--- config.mk ---
export PLATFORM = sky130hd
export DESIGN_NAME = iod_decode
export DESIGN_NICKNAME = d
export VERILOG_FILES = /design/src/design/iod_pkg.sv /design/src/design/iod_timer.sv /design/src/design/iod_decode.sv
export VERILOG_INCLUDE_DIRS = /design/src /design/src/design
export SDC_FILE = /design/constraint.sdc
export NUM_CORES = 1
export LEC_CHECK = 0
export ABC_CLOCK_PERIOD_IN_PS = 4700
export BUFFER_PORTS_ARGS = -buffer_cell sky130_fd_sc_hd__buf_2
export CAP_MARGIN = 20
export CELL_PAD_IN_SITES_DETAIL_PLACEMENT = 1
export CELL_PAD_IN_SITES_GLOBAL_PLACEMENT = 1
export CORE_MARGIN = 2
export CORE_UTILIZATION = 51
export DETAILED_ROUTE_END_ITERATION = 7
export PLACE_DENSITY_LB_ADDON = 0.1
export SLEW_MARGIN = 10
export SYNTH_ARGS = -nofsm -noshare
export SYNTH_HDL_FRONTEND = slang
export SYNTH_HIERARCHICAL = 1
export SYNTH_SLANG_ARGS = --single-unit
--- constraint.sdc ---
create_clock -name clk_i -period 4.7 [get_ports clk_i]
set_input_delay 0.705 -clock clk_i [delete_from_list [all_inputs] [get_ports clk_i]]
set_output_delay 0.705 -clock clk_i [all_outputs]
set_load 0.05 [all_outputs]
--- src/design/iod_map.svh ---
`ifndef IOD_MAP_SVH
`define IOD_MAP_SVH

// I/O register offsets.
`define IOD_A_PORT0_DATA 8'h00
`define IOD_A_PORT1_DATA 8'h01
`define IOD_A_PORT2_DATA 8'h02
`define IOD_A_PORT3_DATA 8'h03
`define IOD_A_PORT0_IRQ_MASK 8'h04
`define IOD_A_PORT1_IRQ_MASK 8'h05
`define IOD_A_PORT2_IRQ_MASK 8'h06
`define IOD_A_PORT3_IRQ_MASK 8'h07
`define IOD_A_PIN_PORT_CONFIG 8'h08
`define IOD_A_TWO_WIRE_PIN_POSITION 8'h09
`define IOD_A_FUNCTION_A_ADDRESS 8'h10
`define IOD_A_A_EP0_BYTE_COUNT 8'h11
`define IOD_A_A_EP0_CONFIG 8'h12
`define IOD_A_A_EP1_BYTE_COUNT 8'h13
`define IOD_A_A_EP1_CONFIG 8'h14
`define IOD_A_A_EP2_BYTE_COUNT 8'h15
`define IOD_A_A_EP2_CONFIG 8'h16
`define IOD_A_UPSTREAM_TRAFFIC_CTRL 8'h1F
`define IOD_A_GLOBAL_IRQ_MASK 8'h20
`define IOD_A_ENDPOINT_IRQ_MASK 8'h21
`define IOD_A_PENDING_VECTOR 8'h23
`define IOD_A_TIMER_LOW_BYTE 8'h24
`define IOD_A_TIMER_HIGH_NIBBLE 8'h25
`define IOD_A_WATCHDOG_KICK 8'h26
`define IOD_A_TWO_WIRE_CTRL_STATUS 8'h28
`define IOD_A_TWO_WIRE_BYTE 8'h29

// Reset values.
`define IOD_RST_BYTE 8'h00
`define IOD_RST_NIBBLE 4'h0
`define IOD_RST_TIMER 12'h000

// Field positions of the timer.
`define IOD_TMR_HI_MSB 11
`define IOD_TMR_HI_LSB 8

// Timing: clock period and timer tick period in ns.
`define IOD_CLK_PERIOD_NS 10
`define IOD_TICK_PERIOD_NS 1000
`define IOD_TICK_CYCLES (`IOD_TICK_PERIOD_NS / `IOD_CLK_PERIOD_NS)

`endif

--- src/design/iod_pkg.sv ---
package iod_pkg;

   // I/O instruction kinds seen from the CPU core.
   typedef enum logic [1:0] {
      IOD_IO_READ_INSTR = 2'b00,
      IOD_IO_WRITE_DIRECT_INSTR = 2'b01,
      IOD_IO_WRITE_INDEXED_INSTR = 2'b10,
      IOD_IO_NO_INSTR = 2'b11
   } iod_op_t;

   // Access class of a decoded register.
   typedef enum logic [2:0] {
      IOD_ACC_NONE = 3'b000,
      IOD_ACC_RW = 3'b001,
      IOD_ACC_WO = 3'b010,
      IOD_ACC_RO = 3'b011,
      IOD_ACC_RC = 3'b100
   } iod_access_t;

endpackage : iod_pkg

--- src/design/iod_timer.sv ---
`timescale 1ns/1ns
`include "iod_map.svh"

module iod_timer (
   // Clock and reset.
   input wire logic clk_i,
   input wire logic srst_i,
   // Low byte read strobe.
   input wire logic lo_rd_i,
   // Timer state.
   output logic [11:0] count_o,
   output logic [3:0] hi_latched_o
);
   import iod_pkg::*;

   logic [6:0] div;
   logic tick;

   // Divides the CPU clock down to one microsecond ticks.
   assign tick = (div == 7'(`IOD_TICK_CYCLES - 1));

   always_ff @(posedge clk_i) begin
      if (srst_i) begin
         div <= 7'h00;
      end else if (tick) begin
         div <= 7'h00;
      end else begin
         div <= div + 7'h01;
      end
   end

   always_ff @(posedge clk_i) begin
      if (srst_i) begin
         count_o <= `IOD_RST_TIMER;
      end else if (tick) begin
         count_o <= count_o + 12'h001;
      end
   end

   always_ff @(posedge clk_i) begin
      if (srst_i) begin
         hi_latched_o <= `IOD_RST_NIBBLE;
      end else if (lo_rd_i) begin
         hi_latched_o <= count_o[`IOD_TMR_HI_MSB:`IOD_TMR_HI_LSB];
      end
   end
endmodule : iod_timer

--- src/design/iod_decode.sv ---
`timescale 1ns/1ns
`include "iod_map.svh"

// Operation
// - A read instruction returns the addressed register for the accumulator.
// - A direct write stores the accumulator at the instruction address.
// - An indexed write targets instruction address plus index register.
// - An indexed write with address zero targets the index value alone.
// - Pin interrupt masks sit at 0x04 to 0x07 and are write only.
// - Register 0x23 reads the pending vector and clears it.
// - Timer low byte at 0x24 is read only and counts at 1 MHz.
// - Timer upper four bits read only at 0x25.
// - Upstream traffic control at 0x1F is read and write.
// - Endpoint 0 to 2 count and config registers alternate from 0x11 to 0x16.
// - Reading the timer low byte latches the upper bits for later read.
module iod_decode (
   // Clock and reset.
   input wire logic clk_i,
   input wire logic srst_i,
   // I/O instruction from the CPU core.
   input wire logic io_req_i,
   input wire iod_pkg::iod_op_t io_op_i,
   input wire logic [7:0] io_addr_i,
   input wire logic [7:0] index_x_i,
   input wire logic [7:0] acc_i,
   // Read answer to the accumulator.
   output logic rd_valid_o,
   output logic [7:0] rd_data_o,
   output logic unmapped_o,
   // Write strobe towards the peripherals.
   output logic wr_stb_o,
   output logic [7:0] wr_addr_o,
   output logic [7:0] wr_data_o,
   output logic watchdog_kick_o,
   // Interrupt controller link.
   input wire logic [7:0] vector_i,
   output logic vector_clr_o
);
   import iod_pkg::*;

   // Returns the access class of an I/O address.
   function automatic iod_access_t iod_access(input logic [7:0] a);
      if (a <= `IOD_A_PORT3_DATA) begin
         return IOD_ACC_RW;
      end else if (a <= `IOD_A_PORT3_IRQ_MASK) begin
         return IOD_ACC_WO;
      end else if (a <= `IOD_A_TWO_WIRE_PIN_POSITION) begin
         return IOD_ACC_RW;
      end else if (a < `IOD_A_FUNCTION_A_ADDRESS) begin
         return IOD_ACC_NONE;
      end else if (a <= `IOD_A_A_EP2_CONFIG) begin
         return IOD_ACC_RW;
      end else if (a < `IOD_A_UPSTREAM_TRAFFIC_CTRL) begin
         return IOD_ACC_NONE;
      end else if (a <= `IOD_A_ENDPOINT_IRQ_MASK) begin
         return IOD_ACC_RW;
      end else if (a == `IOD_A_PENDING_VECTOR) begin
         return IOD_ACC_RC;
      end else if (a == `IOD_A_TIMER_LOW_BYTE) begin
         return IOD_ACC_RO;
      end else if (a == `IOD_A_TIMER_HIGH_NIBBLE) begin
         return IOD_ACC_RO;
      end else if (a == `IOD_A_WATCHDOG_KICK) begin
         return IOD_ACC_WO;
      end else if (a == `IOD_A_TWO_WIRE_CTRL_STATUS) begin
         return IOD_ACC_RW;
      end else if (a == `IOD_A_TWO_WIRE_BYTE) begin
         return IOD_ACC_RW;
      end else begin
         return IOD_ACC_NONE;
      end
   endfunction : iod_access

   // Forms the port address of an instruction.
   function automatic logic [7:0] iod_target(input iod_op_t op, input logic [7:0] a,
                                             input logic [7:0] x);
      logic [7:0] sum;
      sum = a + x;
      if (op == IOD_IO_WRITE_INDEXED_INSTR) begin
         return sum;
      end else begin
         return a;
      end
   endfunction : iod_target

   logic [7:0] regs [0:63];
   logic [7:0] tgt;
   iod_access_t acc_cls;
   logic is_rd;
   logic is_wr;
   logic rd_ok;
   logic wr_ok;
   logic tmr_lo_rd;
   logic [7:0] next_rd_data;
   logic [11:0] tmr_count;
   logic [3:0] tmr_hi_latched;

   assign tgt = iod_target(io_op_i, io_addr_i, index_x_i);
   assign acc_cls = iod_access(tgt);

   // Splits requests into reads and writes.
   assign is_rd = io_req_i && (io_op_i == IOD_IO_READ_INSTR);
   assign is_wr = io_req_i && ((io_op_i == IOD_IO_WRITE_DIRECT_INSTR) ||
                               (io_op_i == IOD_IO_WRITE_INDEXED_INSTR));

   assign rd_ok = is_rd && ((acc_cls == IOD_ACC_RW) || (acc_cls == IOD_ACC_RO) ||
                            (acc_cls == IOD_ACC_RC));
   assign wr_ok = is_wr && ((acc_cls == IOD_ACC_RW) || (acc_cls == IOD_ACC_WO));

   assign tmr_lo_rd = rd_ok && (tgt == `IOD_A_TIMER_LOW_BYTE);

   iod_timer u_timer (
      .clk_i(clk_i),
      .srst_i(srst_i),
      .lo_rd_i(tmr_lo_rd),
      .count_o(tmr_count),
      .hi_latched_o(tmr_hi_latched)
   );

   always_comb begin
      next_rd_data = `IOD_RST_BYTE;
      if (!rd_ok) begin
         next_rd_data = `IOD_RST_BYTE;
      end else if (tgt == `IOD_A_PENDING_VECTOR) begin
         next_rd_data = vector_i;
      end else if (tgt == `IOD_A_TIMER_LOW_BYTE) begin
         next_rd_data = tmr_count[7:0];
      end else if (tgt == `IOD_A_TIMER_HIGH_NIBBLE) begin
         next_rd_data = {4'h0, tmr_hi_latched};
      end else begin
         next_rd_data = regs[tgt[5:0]];
      end
   end

   // Registers the read answer one cycle after the request.
   always_ff @(posedge clk_i) begin
      if (srst_i) begin
         rd_valid_o <= 1'b0;
         rd_data_o <= `IOD_RST_BYTE;
      end else begin
         rd_valid_o <= is_rd;
         if (is_rd) begin
            rd_data_o <= next_rd_data;
         end
      end
   end

   always_ff @(posedge clk_i) begin
      if (srst_i) begin
         for (int i = 0; i < 64; i++) begin
            regs[i] <= `IOD_RST_BYTE;
         end
      end else if (wr_ok) begin
         regs[tgt[5:0]] <= acc_i;
      end
   end

   always_ff @(posedge clk_i) begin
      if (srst_i) begin
         wr_stb_o <= 1'b0;
         wr_addr_o <= `IOD_RST_BYTE;
         wr_data_o <= `IOD_RST_BYTE;
      end else begin
         wr_stb_o <= wr_ok;
         if (wr_ok) begin
            wr_addr_o <= tgt;
            wr_data_o <= acc_i;
         end
      end
   end

   // Flags requests that hit no register of the right direction.
   always_ff @(posedge clk_i) begin
      if (srst_i) begin
         unmapped_o <= 1'b0;
      end else begin
         unmapped_o <= (is_rd && !rd_ok) || (is_wr && !wr_ok);
      end
   end

   always_ff @(posedge clk_i) begin
      if (srst_i) begin
         vector_clr_o <= 1'b0;
      end else begin
         vector_clr_o <= rd_ok && (tgt == `IOD_A_PENDING_VECTOR);
      end
   end

   // Any write to the kick register restarts the watchdog.
   always_ff @(posedge clk_i) begin
      if (srst_i) begin
         watchdog_kick_o <= 1'b0;
      end else begin
         watchdog_kick_o <= wr_ok && (tgt == `IOD_A_WATCHDOG_KICK);
      end
   end
endmodule : iod_decode

==> qor.csv, run 1 <==
stage,metric,value,unit
logic_synthesis,synth_area,0.0243,mm^2
hold_path,min_path_cells,1,
global_routing,grt_pass1_wl,116,mm
setup_path,critPathArrivalTime,4670,ps
cts,cts_tree,done,
setup_path,crit_type,in -> reg,
place,place_hpwl,48.4,mm
logic_synthesis,ys_top_cells_by_area,"edfxtp_1 63%, nand2_1 8.3%, nand3_1 4.9%",
routing,num_vias,18400,
power_and_ir_drop,switching_share,26.5,%
routing,drtIter0Drc,1778,
timing,fin_crit,4130,ps
routing,dr.pass1.iters,7,
cts,clk_pin_slew,60,ps
setup_path,rr_worst_depth,9,
global_routing,grt_max_degree,158,
routing,routedWlPerCell,24.0,um
die,num_rows,80,
setup_path,max_stage_delay,810,ps
hold_path,hold_path.class,reg -> reg,
timing,layout_setup_ws,574,ps
setup_path,worstPathRequired,5250,ps
logic_synthesis,synth-edff-count,512,
routing,antenna_left,0,
cts,cts.repair.resized,0,
timing,rsz0062_at_grt,no,
run_status,status,"finished, final reports clean",
cts,cts-buffers-inserted,59,
logic_synthesis,synth_largest_area_cell,edfxtp_1,
die,dieArea,0.0495,mm^2
cts,cts_max_level,2,
timing,skew,20.5,ps
logic_synthesis,synth_seq_cells,564,
setup_path,cp_num_buf_inv,3,
power_and_ir_drop,pwr-share-clk,37.3,%
logic_synthesis,synth_cells,2151,
die,pin_count,66,
global_routing,grt.overflow.total,0,
setup_path,r2r-start,regs[32][2],
die,die_x,222,um
logic_synthesis,yosysTopAreaCellShare,63.2,%
die,die_h,222,um
logic_synthesis,yosysMostFrequentCell,nand2_1,
global_routing,grt_pass1_vias,19300,
global_routing,antenna_found_initial,3,
logic_synthesis,seq_area_frac_synth,67.4,%
routing,drt-total-wl,76.7,mm
cts,root_buffer,clkbuf_16,
cells_and_area,syn2layout_area_growth,18.2,%
logic_synthesis,synthTopCellsByCount,"539 x nand2_1, 512 x edfxtp_1, 240 x nand3_1",
setup_path,crit_path_cell_trace,buf_2 > ha_1 > fa_1 > mux2i_4 > buf_12 > a211oi_2 > buf_4 > a32oi_1 > o21ai_0 > o22ai_1 > o22ai_1 > a2111oi_0 > nor3_1 > nor3_1,
routing,drcViolationCount,0,
place,numPortBuffers,65,
timing,hold_viol_final,0,
cts,postCtsSetupBuffers,0,
setup_path,end_kind,flip-flop,
power_and_ir_drop,vdd.ir_drop.worst,0.302,mV
cts,cts_buffer_depth,3,
cts,cts_sinks,564,
hold_path,min_from,u_timer/div[0],
logic_synthesis,ys_warn_count,6,
timing,fin_crit_sh,87.8,%
cts,postCtsHoldBufs,0,
setup_path,worst_path_max_delay_cell,a2111oi_0,
logic_synthesis,synth_cell_type_count,73,
power_and_ir_drop,total_power,11800,uW
setup_path,crit_path_start_kind,primary input,
cells_and_area,nNetsFinal,2573,
cells_and_area,multiInputGateArea,0.00851,mm^2
setup_path,critical-path-top-delay-family,compound AO/OA/AOI/OAI gates,
power_and_ir_drop,power_density,411,mW/mm^2
place,gp_congestion,0.912,
timing,slew_violations,0,
setup_path,crit_fanout,102,
global_routing,track_usage,31.3,%
timing,finalSetupViolations,0,
setup_path,worst-r2r-setup-slack,1970,ps
die,start_util,51.3,%
timing,tightest_slew,1060,ps
routing,vias_per_cell,5.77,
place,place_ws,-121,ps
cells_and_area,utilization,60.6,%
logic_synthesis,ys.flop_type,edfxtp_1,
hold_path,min_to,u_timer/div[0],
timing,fin_setup_tns,0,ps
power_and_ir_drop,combPwrFrac,12.7,%
logic_synthesis,async_reset_ff_share,0,%
logic_synthesis,avgSynthCellArea,11.3,um^2
power_and_ir_drop,p_int,8690,uW
cells_and_area,regArea,0.0164,mm^2
timing,relSlewSlack,29.3,%
power_and_ir_drop,leakage,0.0110,uW
setup_path,r2r-end,rd_data_o[2],
cts,clk_latency,640,ps
power_and_ir_drop,p_seq_share,50.0,%
cells_and_area,n_fill_cell,5078,
flow_run,cap_violations,0,
die,core_area,0.0474,mm^2
timing,fmax,242,MHz
cells_and_area,final_layout_size_suffix_gt1_share,10.8,%
power_and_ir_drop,power.switching,3140,uW
-- how the worst max path moves through the flow --
stage,startpoint,endpoint,cells after the start
2_1_floorplan,io_addr_i[0],regs[8][0],12
3_3_place_gp,io_addr_i[0],rd_data_o[3],14
3_5_place_dp,io_addr_i[0],rd_data_o[3],14
4_1_cts,io_addr_i[0],rd_data_o[3],14
5_1_grt,io_addr_i[0],rd_data_o[3],14
6_report,io_addr_i[0],rd_data_o[3],14
-- area by class of cell --
type                    instances  area share [%]
well taps                     615            2.68
diodes                          1         0.00870
inverters                       9           0.117
clock buffers                  83            5.68
multi-input cells            1722            29.6
flip-flops and latches        564            57.1
repair buffers                168            4.32
clock inverters                26           0.539
-- logic make-up after synthesis --
group                      Yosys count  synth area share, %
muxes                               36                 1.82
xor gates and xnor gates            22                0.792
other                                1               0.0154
and+or+nand+nor                   1111                 20.2
DFF                                564                 67.4
buffers and inverters              192                 3.14
adders and majority gates           12                0.648
AOI/OAI and AO/OA                  213                 5.99
-- placed cells by master (no fill, tap or decap), types with 4 or more instances in the layout --
master and instances:
o211ai_1 6, clkinv_2 11, a311oi_1 26, a21o_1 4, a32oi_1 15, a211oi_1 5
ha_1 11, clkbuf_16 61, buf_12 11, nand2_1 539, a22oi_1 6, nand3_1 240
o21ai_0 42, nor3_1 72, clkbuf_1 19, xor2_1 7, inv_1 8, clkinv_1 13
conb_1 328, buf_2 64, a31oi_1 24, dfxtp_1 52, buf_4 91, and2_1 18
nand4_1 20, xnor2_1 15, o22ai_1 5, mux2i_1 25, a21oi_1 36, nor4_1 5
a211o_1 4, and3_1 42, nor2_1 152, edfxtp_1 512, mux4_2 6
-- through the flow --
| stage | hold WS [ps] | std cells | instance area, um^2 |
|---|---|---|---|
| floorplan | 413 | 2478 | 25600 |
| global placement | 424 | 3077 | 27000 |
| detailed placement | 436 | 3077 | 27000 |
| CTS | 448 | 3186 | 28800 |
| global route | 479 | 3187 | 28800 |
| finish | 441 | 3188 | 28800 |
-- registers in the layout (all words and copies together) (netlist names) --
| name | cells |
|---|---|
| rd_data_o | 8 |
| rd_valid_o | 1 |
| regs | 512 |
| u_timer/count_o | 12 |
| u_timer/div | 7 |
| u_timer/hi_latched_o | 4 |
| unmapped_o | 1 |
| vector_clr_o | 1 |
| watchdog_kick_o | 1 |
| wr_addr_o | 8 |
| wr_data_o | 8 |
| wr_stb_o | 1 |
-- power by group through the flow --
stage                     logic (uW)  clock network, uW  registers [uW]
after floorplan                  819                  0            5990
after global placement          1410                  0            5990
after detailed placement        1450                  0            6020
after CTS                       1470               4470            5920
after global routing            1610               4650            5940
final                           1500               4420            5920
-- layer usage --
layer,global-route usage [%],wire length (um),vias to the layer above
met1,40.8,30100,9269
met3,5.66,6170,179
li1,-,-,8167
met5,0,49,-
met4,12.9,3070,4
met2,51.9,37300,789
(Power assumes the default switching activity.)
==> run 2: changes to the inputs <==
--- a/config.mk
+++ b/config.mk
@@ -11,7 +11,6 @@
 export CAP_MARGIN = 20
 export CELL_PAD_IN_SITES_DETAIL_PLACEMENT = 1
 export CELL_PAD_IN_SITES_GLOBAL_PLACEMENT = 1
-export CORE_MARGIN = 2
 export CORE_UTILIZATION = 51
 export DETAILED_ROUTE_END_ITERATION = 7
 export PLACE_DENSITY_LB_ADDON = 0.1
==> qor.csv, run 2 (synthesis results as in run 1) <==
stage,metric,value,unit
die,dieArea,0.0486,mm^2
setup_path,critPathArrivalTime,4630,ps
cells_and_area,nNetsFinal,2577,
cts,postCtsSetupBuffers,0,
cells_and_area,final_common_cell,nand2_1,
global_routing,grt_max_degree,202,
setup_path,worstPathRequired,5100,ps
timing,fin_crit,4240,ps
cells_and_area,top_register,regs,
routing,routedWlPerCell,24.3,um
run_status,status,"complete, but fails checks",
global_routing,grt_pass1_vias,19000,
cts,root_buffer,clkbuf_16,
die,start_util,52.0,%
setup_path,r2r-start,regs[3][3],
power_and_ir_drop,total_power,11800,uW
cells_and_area,final_layout_size_suffix_gt1_share,11.0,%
timing,fmax,236,MHz
routing,drt-total-wl,77.4,mm
setup_path,crit_path_start_kind,primary input,
timing,slew_violations,0,
cts,cts_sinks,564,
die,num_rows,79,
power_and_ir_drop,p_seq_share,50.1,%
place,gp_congestion,0.959,
cts,postCtsHoldBufs,0,
power_and_ir_drop,leakage,0.0110,uW
routing,vias_per_cell,5.83,
timing,tightest_slew,1170,ps
routing,antenna_left,0,
timing,rsz0062_at_grt,no,
cts,clk_pin_slew,60,ps
cts,clk_latency,630,ps
run_status,violations,DRC,
place,numPortBuffers,65,
timing,fin_crit_sh,90.1,%
cells_and_area,final_cell_mix,"539 x nand2_1, 512 x edfxtp_1, 328 x conb_1, 240 x nand3_1, 152 x nor2_1",
cts,cts_buffer_depth,3,
global_routing,antenna_found_initial,3,
power_and_ir_drop,p_int,8690,uW
power_and_ir_drop,combPwrFrac,12.8,%
cells_and_area,n_fill_cell,4963,
setup_path,rr_worst_depth,8,
setup_path,crit_type,in -> reg,
power_and_ir_drop,power_density,411,mW/mm^2
hold_path,hold_path.class,reg -> reg,
timing,layout_setup_ws,464,ps
cts,cts_max_level,2,
global_routing,track_usage,32.2,%
power_and_ir_drop,pwr-share-clk,37.1,%
die,die_h,220,um
timing,skew,22.6,ps
die,core_area,0.0469,mm^2
cts,cts-buffers-inserted,58,
place,place_hpwl,49.3,mm
cts,cts.repair.resized,0,
timing,hold_viol_final,0,
routing,drcViolationCount,5,
die,die_x,220,um
routing,num_vias,18500,
cts,cts_tree,done,
routing,drtIter0Drc,2121,
flow_run,cap_violations,0,
setup_path,end_kind,flip-flop,
setup_path,worst-r2r-setup-slack,2090,ps
timing,finalSetupViolations,0,
global_routing,grt_pass1_wl,114,mm
global_routing,grt.overflow.total,0,
routing,dr.pass1.iters,7,
cells_and_area,antenna_cells,0,
cells_and_area,syn2layout_area_growth,18.2,%
place,place_ws,-152,ps
timing,relSlewSlack,21.9,%
cells_and_area,reg.largest.list,"regs: 512 flops, u_timer/count_o: 12 flops",
power_and_ir_drop,power.switching,3120,uW
cells_and_area,largest_reg_flops,512,
die,pin_count,66,
power_and_ir_drop,switching_share,26.4,%
power_and_ir_drop,vdd.ir_drop.worst,0.499,mV
setup_path,cp-endpoint,regs[20][6],
setup_path,r2r-end,rd_data_o[3],
setup_path,setup.worst_path.start,io_addr_i[0],
setup_path,crit_fanout,25,
cells_and_area,utilization,61.4,%
run 2: final cells by class:
type / instances / area (um^2) / share of cell area, %
Clock buffer: 73 / 1540 / 5.35
Clock inverter: 31 / 228 / 0.792
Multi-Input combinational cell: 1722 / 8500 / 29.5
Tap cell: 607 / 759 / 2.64
Sequential cell: 564 / 16400 / 57.1
Timing Repair Buffer: 173 / 1290 / 4.49
Inverter: 9 / 33.8 / 0.117
run 2: worst max-delay path, stage by stage:
cell	delay (ps)
buf_2	160
ha_1	270
fa_1	450
xnor2_1	490
o2bb2ai_2	150
and2_1	200
o211ai_1	190
a31oi_1	140
o31ai_1	780
nor2_1	190
nand2_1	160
buf_4	300
o21ai_0	210
buf_4	220
run 2: power by group through the flow:
stage | sequential, uW | combinational [uW] | clock [uW]
floorplan | 5990 | 819 | 0
global placement | 6000 | 1410 | 0
detailed placement | 6020 | 1460 | 0
CTS | 5920 | 1480 | 4430
global route | 5940 | 1600 | 4610
finish | 5920 | 1510 | 4380
run 2: how the worst min path moves through the flow:
| stage | end | cells after the start | slack, ps | start |
|---|---|---|---|---|
| detailed placement | u_timer/div[0] | 1 | 430 | u_timer/div[0] |
| global route | u_timer/div[0] | 1 | 470 | u_timer/div[0] |
| CTS | u_timer/div[0] | 1 | 450 | u_timer/div[0] |
| global placement | u_timer/div[0] | 1 | 420 | u_timer/div[0] |
| finish | u_timer/div[0] | 1 | 440 | u_timer/div[0] |
| floorplan | u_timer/div[0] | 1 | 410 | u_timer/div[0] |
run 2: through the flow:
| stage | instance area [um^2] | hold WS, ps | TNS, ps | cells |
|---|---|---|---|---|
| finish | 28800 | 441 | 0 | 3179 |
| CTS | 28800 | 452 | 0 | 3177 |
| detailed placement | 27000 | 434 | -2290 | 3073 |
| global placement | 27000 | 424 | 0 | 3073 |
| global route | 28800 | 470 | 0 | 3179 |
| floorplan | 25600 | 413 | 0 | 2478 |
run 2: per-layer routing:
layer,track usage [%],up-vias,share of wire [%]
li1,-,8170,-
met5,0,-,0.017
met4,13.0,2,4.3
met2,53.7,816,49
met1,41.3,9338,39
met3,6.21,208,8.3
